--- src/hw/clkgen_consts.vh ---
// Constants for the clock generator control block
// What this block does
// - Divider select ignores writes while PLL on
// - Divider select zero behaves as one
// - Divider select resets to one
// - Upper four select bits read zero
// - Auto mode: lock edges raise interrupt request
// - Interrupt forwarded only when enable set
// - Flag sets regardless of enable
// - Manual mode blocks interrupt, flag reads zero
// - VCO source selectable while unlocked
// - Wait leaves clock generator unchanged
// - Stop without osc option kills oscillator, PLL power, clocks and interrupt
// - Stop clears base clock select
// - Select stays clear after stop recovery
// - Stop with osc option keeps oscillator
// - Break with clear disabled protects flag
// - Break with clear enabled allows clearing
// - Lock reads live only in auto mode
// - Select picks VCO or crystal halved
`ifndef CLKGEN_CONSTS_VH
`define CLKGEN_CONSTS_VH
// ==========================================
// Register offsets
`define ADDR_PLL_CONTROL 4'h0
`define ADDR_PLL_BANDWIDTH 4'h1
`define ADDR_REF_DIV_SEL 4'h2
`define ADDR_SYS_CONFIG 4'h3
// ==========================================
// Control register fields
`define CTL_IRQ_EN_BIT 7
`define CTL_FLAG_BIT 6
`define CTL_PWR_BIT 5
`define CTL_BCS_BIT 4
// ==========================================
// Bandwidth register fields
`define BW_AUTO_BIT 7
`define BW_LOCK_BIT 6
// ==========================================
// Config register fields
`define CFG_OSC_STOP_BIT 0
`define CFG_BRK_CLR_BIT 1
// ==========================================
// Reset values
`define REF_DIV_RESET 4'h1
`define REF_DIV_ONE 4'h1
`endif

--- src/hw/clk_half_div.v ---
// Divide-by-two output stage with stop gating
`timescale 1ns/1ps
`default_nettype none
module clk_half_div (
  // Clock and reset
  input wire clk_i,
  input wire rst_n_i,
  // Control
  input wire run_i,
  // Output
  output reg half_o
);
  always @(posedge clk_i) begin
    if (!rst_n_i || !run_i) begin
      half_o <= 1'b0;
    end else begin
      half_o <= ~half_o;
    end
  end
endmodule // clk_half_div
`default_nettype wire

--- src/hw/pll_refdiv_irq_lowpower_ctrl.v ---
// Control logic around the clock generator PLL
//
// The implementer's own choices: the placing of the registers and the address-and-strobe port.
`timescale 1ns/1ps
`default_nettype none
`include "clkgen_consts.vh"
module pll_refdiv_irq_lowpower_ctrl (
  // Clock and reset
  input wire clk_i,
  input wire rst_n_i,
  // Register port
  input wire [3:0] addr_i,
  input wire [7:0] wdata_i,
  input wire wr_i,
  input wire rd_i,
  output reg [7:0] rdata_o,
  // PLL analog side
  input wire lock_raw_i,
  input wire vco_tick_i,
  output reg pll_power_enable_o,
  output reg osc_enable_o,
  output reg [3:0] ref_divide_factor_o,
  // System side
  input wire stop_i,
  input wire wait_i,
  input wire break_i,
  output reg crystal_clock_en_o,
  output wire generated_output_clock_o,
  output reg clockgen_irq_out_o
);
  // ==========================================
  // Synchronisers for pins from the analog side
  reg lock_s1_reg;
  reg lock_s2_reg;
  reg vco_s1_reg;
  reg vco_s2_reg;
  reg lock_prev_reg;
  always @(posedge clk_i) begin
    if (!rst_n_i) begin
      lock_s1_reg <= 1'b0;
      lock_s2_reg <= 1'b0;
      vco_s1_reg <= 1'b0;
      vco_s2_reg <= 1'b0;
      lock_prev_reg <= 1'b0;
    end else begin
      lock_s1_reg <= lock_raw_i;
      lock_s2_reg <= lock_s1_reg;
      vco_s1_reg <= vco_tick_i;
      vco_s2_reg <= vco_s1_reg;
      lock_prev_reg <= lock_s2_reg;
    end
  end
  // ==========================================
  // Registers
  reg irq_en_reg;
  reg flag_reg;
  reg pwr_reg;
  reg bcs_reg;
  reg auto_reg;
  reg osc_stop_reg;
  reg brk_clr_reg;
  reg [3:0] ref_div_reg;
  reg flag_next;
  wire lock_vis;
  wire lock_edge;
  wire wr_ctl;
  wire sel_vco;
  assign lock_vis = auto_reg & lock_s2_reg;
  assign lock_edge = auto_reg & (lock_s2_reg ^ lock_prev_reg);
  assign wr_ctl = wr_i && (addr_i == `ADDR_PLL_CONTROL);
  // Stop-in-progress forces crystal source
  assign sel_vco = bcs_reg & ~stop_i;
  // Flag: set wins over clear; break guards the clear
  always @* begin
    flag_next = flag_reg;
    if (wr_ctl && !wdata_i[`CTL_FLAG_BIT] && (!break_i || brk_clr_reg)) begin
      flag_next = 1'b0;
    end
    if (lock_edge) begin
      flag_next = 1'b1;
    end
    if (!auto_reg) begin
      flag_next = 1'b0;
    end
  end
  always @(posedge clk_i) begin
    if (!rst_n_i) begin
      irq_en_reg <= 1'b0;
      flag_reg <= 1'b0;
      pwr_reg <= 1'b0;
      bcs_reg <= 1'b0;
      auto_reg <= 1'b0;
      osc_stop_reg <= 1'b0;
      brk_clr_reg <= 1'b0;
      ref_div_reg <= `REF_DIV_RESET;
    end else begin
      flag_reg <= flag_next;
      if (wr_ctl) begin
        irq_en_reg <= wdata_i[`CTL_IRQ_EN_BIT];
        // Power cannot drop while VCO selected
        pwr_reg <= wdata_i[`CTL_PWR_BIT] | bcs_reg;
        // Lock not required to select VCO; power is
        bcs_reg <= wdata_i[`CTL_BCS_BIT] & pwr_reg;
      end
      if (wr_i && addr_i == `ADDR_PLL_BANDWIDTH) begin
        auto_reg <= wdata_i[`BW_AUTO_BIT];
      end
      if (wr_i && addr_i == `ADDR_REF_DIV_SEL && !pwr_reg) begin
        ref_div_reg <= wdata_i[3:0];
      end
      if (wr_i && addr_i == `ADDR_SYS_CONFIG) begin
        osc_stop_reg <= wdata_i[`CFG_OSC_STOP_BIT];
        brk_clr_reg <= wdata_i[`CFG_BRK_CLR_BIT];
      end
      // Wait input deliberately unused: nothing changes
      if (stop_i) begin
        bcs_reg <= 1'b0;
      end
    end
  end
  // ==========================================
  // Read port
  always @(posedge clk_i) begin
    if (!rst_n_i) begin
      rdata_o <= 8'h00;
    end else if (rd_i) begin
      case (addr_i)
        `ADDR_PLL_CONTROL: rdata_o <= {irq_en_reg, flag_reg & auto_reg, pwr_reg,
          bcs_reg, 4'h0};
        `ADDR_PLL_BANDWIDTH: rdata_o <= {auto_reg, lock_vis, 6'h00};
        `ADDR_REF_DIV_SEL: rdata_o <= {4'h0, ref_div_reg};
        `ADDR_SYS_CONFIG: rdata_o <= {6'h00, brk_clr_reg, osc_stop_reg};
        default: rdata_o <= 8'h00;
      endcase
    end else begin
      rdata_o <= 8'h00;
    end
  end
  // ==========================================
  // Outputs to analog and system
  wire osc_run;
  assign osc_run = ~stop_i | osc_stop_reg;
  always @(posedge clk_i) begin
    if (!rst_n_i) begin
      pll_power_enable_o <= 1'b0;
      osc_enable_o <= 1'b0;
      ref_divide_factor_o <= `REF_DIV_ONE;
      crystal_clock_en_o <= 1'b0;
      clockgen_irq_out_o <= 1'b0;
    end else begin
      pll_power_enable_o <= pwr_reg & ~stop_i;
      osc_enable_o <= osc_run;
      crystal_clock_en_o <= osc_run;
      ref_divide_factor_o <= (ref_div_reg == 4'h0) ? `REF_DIV_ONE : ref_div_reg;
      clockgen_irq_out_o <= flag_next & irq_en_reg & auto_reg & ~stop_i;
    end
  end
  // ==========================================
  // Output clock: halved crystal or halved VCO tick
  wire xtal_half;
  wire vco_half;
  reg vco_half_reg;
  clk_half_div u_xtal_div (
    .clk_i(clk_i),
    .rst_n_i(rst_n_i),
    .run_i(~stop_i),
    .half_o(xtal_half)
  );
  always @(posedge clk_i) begin
    if (!rst_n_i || stop_i) begin
      vco_half_reg <= 1'b0;
    end else if (vco_s2_reg) begin
      vco_half_reg <= ~vco_half_reg;
    end
  end
  assign vco_half = vco_half_reg;
  assign generated_output_clock_o = sel_vco ? vco_half : xtal_half;
endmodule // pll_refdiv_irq_lowpower_ctrl
`default_nettype wire

--- config.mk ---
export PLATFORM = sky130hd
export DESIGN_NAME = pll_refdiv_irq_lowpower_ctrl
export DESIGN_NICKNAME = d
export VERILOG_FILES = /design/src/hw/clk_half_div.v /design/src/hw/pll_refdiv_irq_lowpower_ctrl.v
export VERILOG_INCLUDE_DIRS = /design/src /design/src/hw
export SDC_FILE = /design/constraint.sdc
export NUM_CORES = 1
export LEC_CHECK = 0
export ABC_CLOCK_PERIOD_IN_PS = 1850
export BUFFER_PORTS_ARGS = -buffer_cell sky130_fd_sc_hd__buf_2
export CAP_MARGIN = 10
export CORE_MARGIN = 2
export CORE_UTILIZATION = 25
export DETAILED_ROUTE_END_ITERATION = 10
export REMOVE_ABC_BUFFERS = 1
export SYNTH_ARGS = -nofsm -noshare
export SYNTH_HDL_FRONTEND = slang
export SYNTH_SLANG_ARGS = --single-unit
export TNS_END_PERCENT = 5
--- constraint.sdc ---
create_clock -name clk_i -period 1.85 [get_ports clk_i]
set_input_delay 0.37 -clock clk_i [delete_from_list [all_inputs] [get_ports clk_i]]
set_output_delay 0.37 -clock clk_i [all_outputs]
set_load 0.02 [all_outputs]
==> results of run 1 <==
metrics by stage:
stage / worst slack, ns / hold WS [ns]
after CTS: 0.299 / 0.282
after detailed placement: 0.0371 / 0.397
after global routing: 0.210 / 0.285
after global placement: 0.0517 / 0.397
final: 0.319 / 0.292
after floorplan: 0.246 / 0.387
kinds of logic (layout without fill, tap and decap cells):
| family | count (synthesis) | after routing | synth area share [%] |
|---|---|---|---|
| AOI/OAI and AO/OA | 10 | 10 | 5.85 |
| and+or+nand+nor | 48 | 48 | 22.2 |
| DFF | 33 | 33 | 56.2 |
| xor gates and xnor gates | 2 | 2 | 1.49 |
| buffers and inverters | 11 | 53 | 3.94 |
| muxes | 12 | 12 | 10.3 |
cell usage in the layout (no fill, tap or decap), types with 3 or more instances in the layout:
cell type	instances
and2_1	6
nor2b_1	4
inv_1	6
dfxtp_1	33
buf_2	36
mux2i_1	11
nor3b_1	4
clkbuf_8	6
nand2_1	14
buf_4	4
a21oi_1	3
nor2_1	8
worst max-delay path: stages, from the launching register on:
cell and delay (ns):
dfxtp_1 0.33, nand2b_1 0.08, mux2_2 0.32, buf_2 0.16
final cells by class:
cell class                 count  area (µm²)
fill                         461        2930
sequential                    33         661
multi-input combinational     72         469
timing repair buffer          40         210
clock buffer                   7        86.3
tap                           52        65.1
inverter                       6        22.5
cells in the mapped netlist:
cell / number / area share, %
a211oi_1: 1 / 0.64
a21boi_0: 1 / 0.64
a21oi_1: 3 / 1.3
and2_1: 6 / 3.2
buf_2: 1 / 0.43
buf_4: 1 / 0.64
clkbuf_1: 3 / 0.96
dfxtp_1: 33 / 56
inv_1: 6 / 1.9
mux2_2: 1 / 0.96
mux2i_1: 11 / 9.4
nand2_1: 14 / 4.5
nand2b_1: 2 / 1.1
nand3_1: 2 / 0.85
nand4_1: 1 / 0.53
nand4b_1: 1 / 0.74
nor2_1: 8 / 2.6
nor2b_1: 4 / 2.1
nor3b_1: 4 / 2.6
nor4_1: 1 / 0.53
o211a_1: 1 / 0.85
o21ai_0: 1 / 0.43
o31ai_1: 2 / 1.3
o41ai_1: 1 / 0.74
or3_1: 1 / 0.53
or3b_1: 1 / 0.74
or4_1: 1 / 0.64
or4b_1: 2 / 1.7
xnor2_1: 2 / 1.5
layer usage:
metal  up-vias  GRT usage, %  share of wire [%]
met1       388          12.9                 49
met4         0          7.41                3.3
met5         -             0                  0
met3         8          3.04                4.8
li1        471             -                  -
met2        31          14.4                 43
where the power goes:
part / leakage (nW) / switching, mW / internal, mW
Clock: 0.0443 / 0.239 / 0.295
Sequential: 0.268 / 0.00594 / 0.722
Combinational: 0.391 / 0.0452 / 0.0404
Total: 0.703 / 0.290 / 1.06
worst min-delay path by stage:
stage	start	endpoint	cells past startpoint
floorplan	u_xtal_div.half_o	u_xtal_div.half_o	1
global placement	u_xtal_div.half_o	u_xtal_div.half_o	1
detailed placement	u_xtal_div.half_o	u_xtal_div.half_o	1
CTS	vco_tick_i	vco_s1_reg	2
global route	vco_tick_i	vco_s1_reg	2
finish	vco_tick_i	vco_s1_reg	2
==> results by group, run 1 <==
Worst setup path
  – Setup CP Type: flip-flop to output port
  – Crit path from: bcs_reg
  – Critical path capture point: generated_output_clock_o
  – Critical path endpoint category: output port
  – Worst R2R End: ref_div_reg[0]
  – Crit Path Max Fanout: 4
  – Setup slack, reg-to-reg: roughly 0.53 ns
  – R2r worst-path depth: 2
  – Worst EP arrival: around 1.2 ns
  – Origin of the critical flop-to-flop path: pwr_reg
  – Startpoint Class: flip-flop
  – CP required: about 1.5 ns

STA
  – Pins Over Slew Limit: 0
  – Final setup viols: 0
  – Hold Vio Cnt, Final: 0
  – Final min period: about 1.5 ns
  – Final period util: around 83%
  – Slew @ Worst Pin: 0.381 ns
  – Fin Setup TNS: 0 ns
  – Relative slew slack: 74.3%
  – Fmax: between 600 and 700 MHz
  – Skew final: 0.00228 ns
  – RSZ-0062 raised after global routing: false

Global route
  – GRT overflow: 0
  – Vias in the first global route: around 850
  – First-pass GRT wire length: just under 4000 µm
  – Antenna violations before repair: 0
  – Largest net degree at the start of global routing: 16
  – GRT Total Usage: approximately a tenth

Yosys
  – Avg Cell Area, Syn: 10.1 µm²
  – Synth Instances: roughly 120
  – Yosys warning count: 0
  – Yosys reg bits: 33
  – Synth Cell Area: around 1200 µm²
  – Synth cell types: 29
  – Part of the Yosys area used for sequential elements: 56.2%

Min path
  – Worst Hold Class: primary input to flip-flop

Die
  – # IOs: 38
  – Row cnt: 24
  – Die W: slightly above 70 µm
  – Die height: 72.6 µm
  – Starting Density: around a quarter
  – Die Area: roughly 5300 µm²
  – Core area: between 4000 and 5000 µm²

Place
  – Number of I/O port buffers: 36
  – Area after DPL: 1430 µm²
  – Cell total after placement: 203
  – Placer Congestion: roughly 0.80
  – DP Wirelength: about 1800 µm

Drt
  – Antenna Violating Nets Remaining: 0
  – Detailed Route WL: roughly 2400 µm
  – 1st-pass router iterations: 4
  – Vias: 898
  – Via density: 4.28
  – Post-detailed-route wirelength per cell: around 12 µm
  – Drt drc: 0
  – DR iter-0 viols: between 80 and 90

Layout
  – Final Cell Area: 1510 µm²
  – Ratio of cells with drive above 1 in the final layout: between 20% and 30%
  – # diodes: 0
  – Synthesis-to-layout area growth: 28.7%
  – Max reg flops: 8
  – Post-layout util: about 34%
  – Final Non-Filler Cells: 210
  – Nets: ~180

Power
  – Pwr dens: 890 nW/µm²
  – Leak Pwr: 0.703 nW
  – Total chip power: roughly 1.3 mW
  – Maximum vdd drop: about 0.00025 V

Clock network
  – Reg clk slew, reported paths: roughly 0.060 ns
  – Gates resized, CTS repair: 0
  – TritonCTS clock tree: done
  – Clock root cell: clkbuf_8
  – Post-CTS Setup Inserts: 0
  – Num CTS Buffers: 5
  – Worst-skew pair later-pin latency: 0.28 ns
  – H-tree depth: 2
  – CTS Hold Buffers Added: 0
  – Bufs on Longest Clock Path: 2
  – Num Clock Sinks: 33

Flow run
  – Max-cap violations: 0

Outcome
  – Status: finished clean
No activity file was read; power rests on OpenSTA's default activity.
==> run 2, diff against run 1 <==
- ABC_AREA: unset -> 1
- ABC_CLOCK_PERIOD_IN_PS: 1850 -> 1400
- clock period: 1.85 -> 1.4 ns (I/O delays scaled with it)
==> run 2 against run 1 <==
Net effect: utilization fell by 0.73 points; setup slack got worse by 0.37 ns; register-to-register slack got worse by 0.10 ns; die area rose by 3.0%; worst hold slack got worse by 0.11 ns; combinational power rose by 67%; the flow now finishes with violations (setup timing); largest power group unchanged; cell count rose by 11%; sequential power rose by 33%; total power rose by 29%; critical path depth rose by 1.
==> results by group, run 2 <==
Outcome
  – Status: finished with violations
  – Failing checks: setup timing

STA
  – Final period util: 104%
  – Fmax: a little under 700 MHz
  – Final min period: around 1.5 ns
  – Hold Vio Cnt, Final: 0
  – Slew @ Worst Pin: ~0.22 ns
  – Setup ws final: -0.0533 ns
  – Pins Over Slew Limit: 0
  – Final setup viols: 1
  – Skew final: 0.00362 ns
  – Relative slew slack: 84.9%
  – RSZ-0062 raised after global routing: true

Yosys
  – Synth cell types: 28
  – Synth Instances: ~140
  – Yosys reg bits: 33
  – Synth Cell Area: roughly 1200 µm²
  – Count leader, synth: dfxtp_1
  – Synth area leader: dfxtp_1
  – Share of Yosys cell area claimed by the top area cell type: roughly 54%
  – Largest cells by area after synthesis: dfxtp_1 54%, inv_1 7.7%, nand2_1 4.6%
  – Yosys warning count: 0
  – Post-synth EDFFs: 0
  – Avg Cell Area, Syn: around 8.9 µm²
  – Part of the Yosys area used for sequential elements: 54.4%
  – Ys flop type: dfxtp_1
  – Synth top cells by count: 33 x dfxtp_1, 25 x inv_1, 15 x nand2_1, 15 x nor2_1, 11 x a21oi_1
  – Fraction of registers with async set/reset: 0%

Drt
  – Via density: a little over 4
  – Met2 WL post-DR: approximately 1000 µm
  – Drt drc: 0
  – Post-detailed-route wirelength per cell: around 11 µm
  – Antenna Violating Nets Remaining: 0
  – DR iter-0 viols: 24
  – DR WL met3: 184 µm
  – 1st-pass router iterations: 4
  – Detailed Route WL: 2460 µm
  – Highest Signal Layer: met4
  – WL met1: roughly 1200 µm
  – Vias: roughly 960

Place
  – Area after DPL: ~1500 µm²
  – DP Wirelength: roughly 1900 µm
  – Number of I/O port buffers: 36
  – Setup WS pre-CTS: 0.105 ns
  – Placer Congestion: roughly 0.78

Power
  – Sequential share of power: 55.6%
  – Maximum vdd drop: 0.000332 V
  – Gate power share: 8.3%
  – Clock network power share: a little over a third
  – Pint: between 1 and 1.5 mW
  – NetSw: 0.396 mW
  – Leak Pwr: a little over 0.7 nW
  – Total chip power: roughly 1.7 mW
  – Pwr dens: around 1100 nW/µm²
  – Switching share of power: between 20% and 30%

Die
  – Row cnt: 25
  – # IOs: 38
  – Die W: roughly 74 µm
  – Starting Density: about a quarter
  – Core area: roughly 4700 µm²
  – Die height: about 74 µm
  – Die Area: around 5400 µm²

Clock network
  – CTS Hold Buffers Added: 0
  – TritonCTS clock tree: done
  – Clock root cell: clkbuf_8
  – Num CTS Buffers: 5
  – Worst-skew pair later-pin latency: roughly 0.27 ns
  – Num Clock Sinks: 33
  – H-tree depth: 2
  – Bufs on Longest Clock Path: 2
  – Reg clk slew, reported paths: roughly 0.060 ns

Worst setup path
  – Setup slack, reg-to-reg: 0.43 ns
  – Startpoint Class: flip-flop
  – Critical path endpoint category: output port
  – CP required: 1.12 ns
  – R2r worst-path depth: 4
  – Setup CP Type: flip-flop to output port
  – Origin of the critical flop-to-flop path: pwr_reg
  – Worst R2R End: ref_div_reg[1]
  – Worst EP arrival: about 1.2 ns
  – Crit Path Max Fanout: 2

Layout
  – Most common cell after layout, fill and taps aside: buf_2
  – Final Cell Area: 1560 µm²
  – Max reg flops: 8
  – Register area: 662 µm²
  – Ratio of cells with drive above 1 in the final layout: 33.5%
  – Multi-input gate area: ~450 µm²
  – Most frequent cells in the layout: 35 x buf_2, 32 x dfxtp_1, 24 x inv_1, 15 x nand2_1, 14 x nor2_1
  – FILL cells: ~520
  – # diodes: 0
  – Synthesis-to-layout area growth: 28.9%
  – Nets: 201

Global route
  – First-pass GRT wire length: 4250 µm
  – Largest net degree at the start of global routing: 10
  – Vias in the first global route: roughly 940
  – GRT Total Usage: about 11%
  – Antenna violations before repair: 0
  – GRT overflow: 0

Min path
  – Worst Hold End: vco_s1_reg
  – Worst Hold Class: primary input to flip-flop
  – HP Start: vco_tick_i
  – WHS Path Cells: 3

Flow run
  – Max-cap violations: 0
[run 2: changes by cell type after synthesis, moves of 6 or more]
cell,change
inv_1,+19
and2_1,-6
nor2_1,+7
a21oi_1,+8
mux2i_1,-11
[run 2: area by class of cell]
cell class	count	share of cell area (%)
flip-flops and latches	33	42.3
multi-input cells	74	28.8
repair buffers	39	13.4
inverters	27	6.48
clock buffers	5	4.40
well taps	54	4.32
clock inverters	1	0.320
[run 2: per-layer routing]
metal,global-route usage (%),up-vias
met3,4.39,5
met2,15.7,30
met5,0,-
li1,-,519
met1,13.3,409
met4,6.06,0
[run 2: cells by family after synthesis]
group / share of synthesized area [%]
and+or+nand+nor: 21.4
DFF: 54.4
buffers and inverters: 9.38
AOI/OAI and AO/OA: 12.4
xor gates and xnor gates: 1.44
muxes: 0.928
[run 2: worst max path at each step]
stage | startpoint | endpoint | slack (ns) | cells past startpoint
global route | bcs_reg | generated_output_clock_o | -0.09 | 4
detailed placement | stop_i | generated_output_clock_o | 0.11 | 4
CTS | bcs_reg | generated_output_clock_o | -0.09 | 4
floorplan | bcs_reg | generated_output_clock_o | 0.29 | 3
finish | bcs_reg | generated_output_clock_o | -0.05 | 4
global placement | stop_i | generated_output_clock_o | 0.09 | 4
[run 2: through the flow]
stage | std cells | util, % | hold WS [ns] | setup TNS, ns
after floorplan | 134 | - | 0.356 | 0
after global placement | 226 | 31.2 | 0.393 | 0
after detailed placement | 226 | 31.2 | 0.400 | 0
after CTS | 233 | 33.2 | 0.179 | -0.0918
after global routing | 233 | 33.3 | 0.186 | -0.0899
final | 233 | 33.3 | 0.184 | -0.0533
[run 2: power groups by stage]
stage                     Combinational [mW]  Clock [mW]  Sequential [mW]
after floorplan                       0.0635           0            0.992
after global placement                 0.140           0            0.985
after detailed placement               0.141           0            0.986
after CTS                              0.145       0.653            0.965
after global routing                   0.160       0.714            0.966
final                                  0.143       0.627            0.965
[run 2: timing repair]
action,in CTS,in global routing
endpoints found under the setup margin,1,1
setup buffers,1,0
gates resized for setup,6,1
pin swaps,1,1
[run 2: critical path: stages (launching register included)]
cell and delay, ns:
dfxtp_2 0.34, inv_2 0.05, nor2_4 0.08, mux2_4 0.31
buf_6 0.13
==> run 3, diff against run 2 <==
- ABC_AREA: 1 -> unset
==> run 3 against run 2 <==
Net effect: the flow now finishes without violations; critical path type unchanged; global-route usage fell by 0.74 points; clock skew rose by 0.0056 ns; die area fell by 2.9%; critical endpoint unchanged; first-iteration DRC count rose by 100%; clock-buffer cell count did not move; via count fell by 3.4%; setup slack improved by 0.054 ns; flip-flop and latch count did not move; utilization rose by 3.2 points; routed wire length fell by 0.89%.
==> results by group, run 3 (synthesis gave the netlist of run 1 again) <==
Global route
  – First-pass GRT wire length: about 3900 µm
  – Vias in the first global route: 852
  – GRT Total Usage: between 10% and 20%
  – GRT overflow: 0
  – Largest net degree at the start of global routing: 16
  – Antenna violations before repair: 0

Power
  – Leak Pwr: around 0.76 nW
  – NetSw: approximately 0.42 mW
  – Total chip power: about 2.1 mW
  – Maximum vdd drop: 0.000399 V
  – Sequential share of power: 44.8%
  – Clock network power share: 49.3%
  – Gate power share: about 6%
  – Pint: roughly 1.7 mW
  – Switching share of power: between 10% and 20%
  – Pwr dens: ~1300 nW/µm²

STA
  – Slew @ Worst Pin: about 0.27 ns
  – RSZ-0062 raised after global routing: true
  – Fin Setup TNS: 0 ns
  – Fmax: between 700 and 800 MHz
  – Final min period: between 1 and 1.5 ns
  – Relative slew slack: between 80% and 90%
  – Final period util: between 90% and 100%
  – Worst Hold Margin: 0.203 ns
  – Setup ws final: roughly 0.00027 ns
  – Final setup viols: 0
  – Pins Over Slew Limit: 0
  – Skew final: roughly 0.009 ns
  – Hold Vio Cnt, Final: 0

Layout
  – # diodes: 0
  – Post-layout util: a little over a third
  – Final Cell Area: around 1600 µm²
  – Most common cell after layout, fill and taps aside: buf_2
  – Max reg flops: 8
  – Ratio of cells with drive above 1 in the final layout: around a third
  – Nets: 182
  – Synthesis-to-layout area growth: 38.0%
  – Most frequent cells in the layout: 35 x buf_2, 32 x dfxtp_1, 14 x nand2_1, 11 x mux2i_1, 8 x nor2_1
  – Final Non-Filler Cells: approximately 210

Worst setup path
  – Setup CP Type: flip-flop to output port
  – CP required: around 1.1 ns
  – Biggest cell delay along the critical path: 0.32 ns
  – Worst R2R End: pwr_reg
  – Crit Path Max Fanout: 2
  – Crit path cell chain: nand2b_1, mux2_4, buf_6
  – Worst EP arrival: approximately 1.1 ns
  – R2r worst-path depth: 3
  – Setup slack, reg-to-reg: 0.20 ns
  – CP max-delay cell: dfxtp_2
  – Startpoint Class: flip-flop
  – Critical path endpoint category: output port
  – Origin of the critical flop-to-flop path: bcs_reg
  – Crit path from: bcs_reg

Clock network
  – Num Clock Sinks: 33
  – Bufs on Longest Clock Path: 2
  – Num CTS Buffers: 5
  – TritonCTS clock tree: done
  – H-tree depth: 2
  – Clock root cell: clkbuf_8
  – Worst-skew pair later-pin latency: around 0.28 ns
  – Reg clk slew, reported paths: 0.07 ns

Place
  – DP Wirelength: ~1900 µm
  – Number of I/O port buffers: 36
  – Area after DPL: about 1500 µm²
  – Placer Congestion: approximately 0.74
  – Cell total after placement: just over 200
  – Setup WS pre-CTS: -0.303 ns

Die
  – Core area: 4440 µm²
  – # IOs: 38
  – Row cnt: 24
  – Die Area: 5270 µm²
  – Die W: just over 70 µm
  – Starting Density: 26.5%
  – Die height: slightly above 70 µm

Min path
  – HP Start: vco_tick_i
  – Worst Hold End: vco_s1_reg
  – WHS Path Cells: 2
  – Worst Hold Class: primary input to flip-flop

Drt
  – Drt drc: 0
  – 1st-pass router iterations: 3
  – Via density: approximately 4.3
  – DR iter-0 viols: 48
  – Post-detailed-route wirelength per cell: ~11 µm
  – Vias: 930
  – Detailed Route WL: around 2400 µm
  – Antenna Violating Nets Remaining: 0

Outcome
  – Status: finished clean

Flow run
  – Max-cap violations: 0
## run 3: area by class of cell
class / instances / area [µm²]
multi-input cells: 72 / 488
repair buffers: 43 / 251
fillers: 468 / 2820
flip-flops and latches: 33 / 662
well taps: 52 / 65.1
clock buffers: 5 / 68.8
clock inverters: 3 / 65.1
inverters: 6 / 22.5
## run 3: worst max-delay path by stage
stage,cells past startpoint,slack (ns),end
after floorplan,3,-0.11,pwr_reg
after global placement,4,-0.30,ref_div_reg[3]
after detailed placement,4,-0.30,ref_div_reg[1]
after CTS,3,-0.02,generated_output_clock_o
after global routing,3,-0.05,generated_output_clock_o
final,3,0.0003,generated_output_clock_o
## run 3: power by group through the flow
stage               Combinational [mW]  Sequential [mW]  Clock (mW)
floorplan                       0.0403            0.986           0
global placement                 0.123            0.982           0
detailed placement               0.124            0.982           0
CTS                              0.128            0.961        1.08
global route                     0.141            0.962        1.13
finish                           0.128            0.961        1.06
## run 3: routing by layer
layer	GRT usage, %	part of all wire [%]	wire (µm)
met5	0	0	0
met4	5.56	2.3	55
met3	2.49	4.0	97
met2	14.6	45	1100
met1	13.4	49	1190
## run 3: worst max-delay path: cells and delay by family, from the launching register on
kind | cells | cell delay (ns)
and+or+nand+nor | 1 | 0.08
DFF | 1 | 0.32
buffers and inverters | 1 | 0.13
muxes | 1 | 0.31
## run 3: timing repair
item                       in CTS  in global routing
setup buffers                   1                  0
pin swaps                       0                  0
hold buffers                    0                  0
resized for setup               5                  2
setup endpoints to repair       2                  4
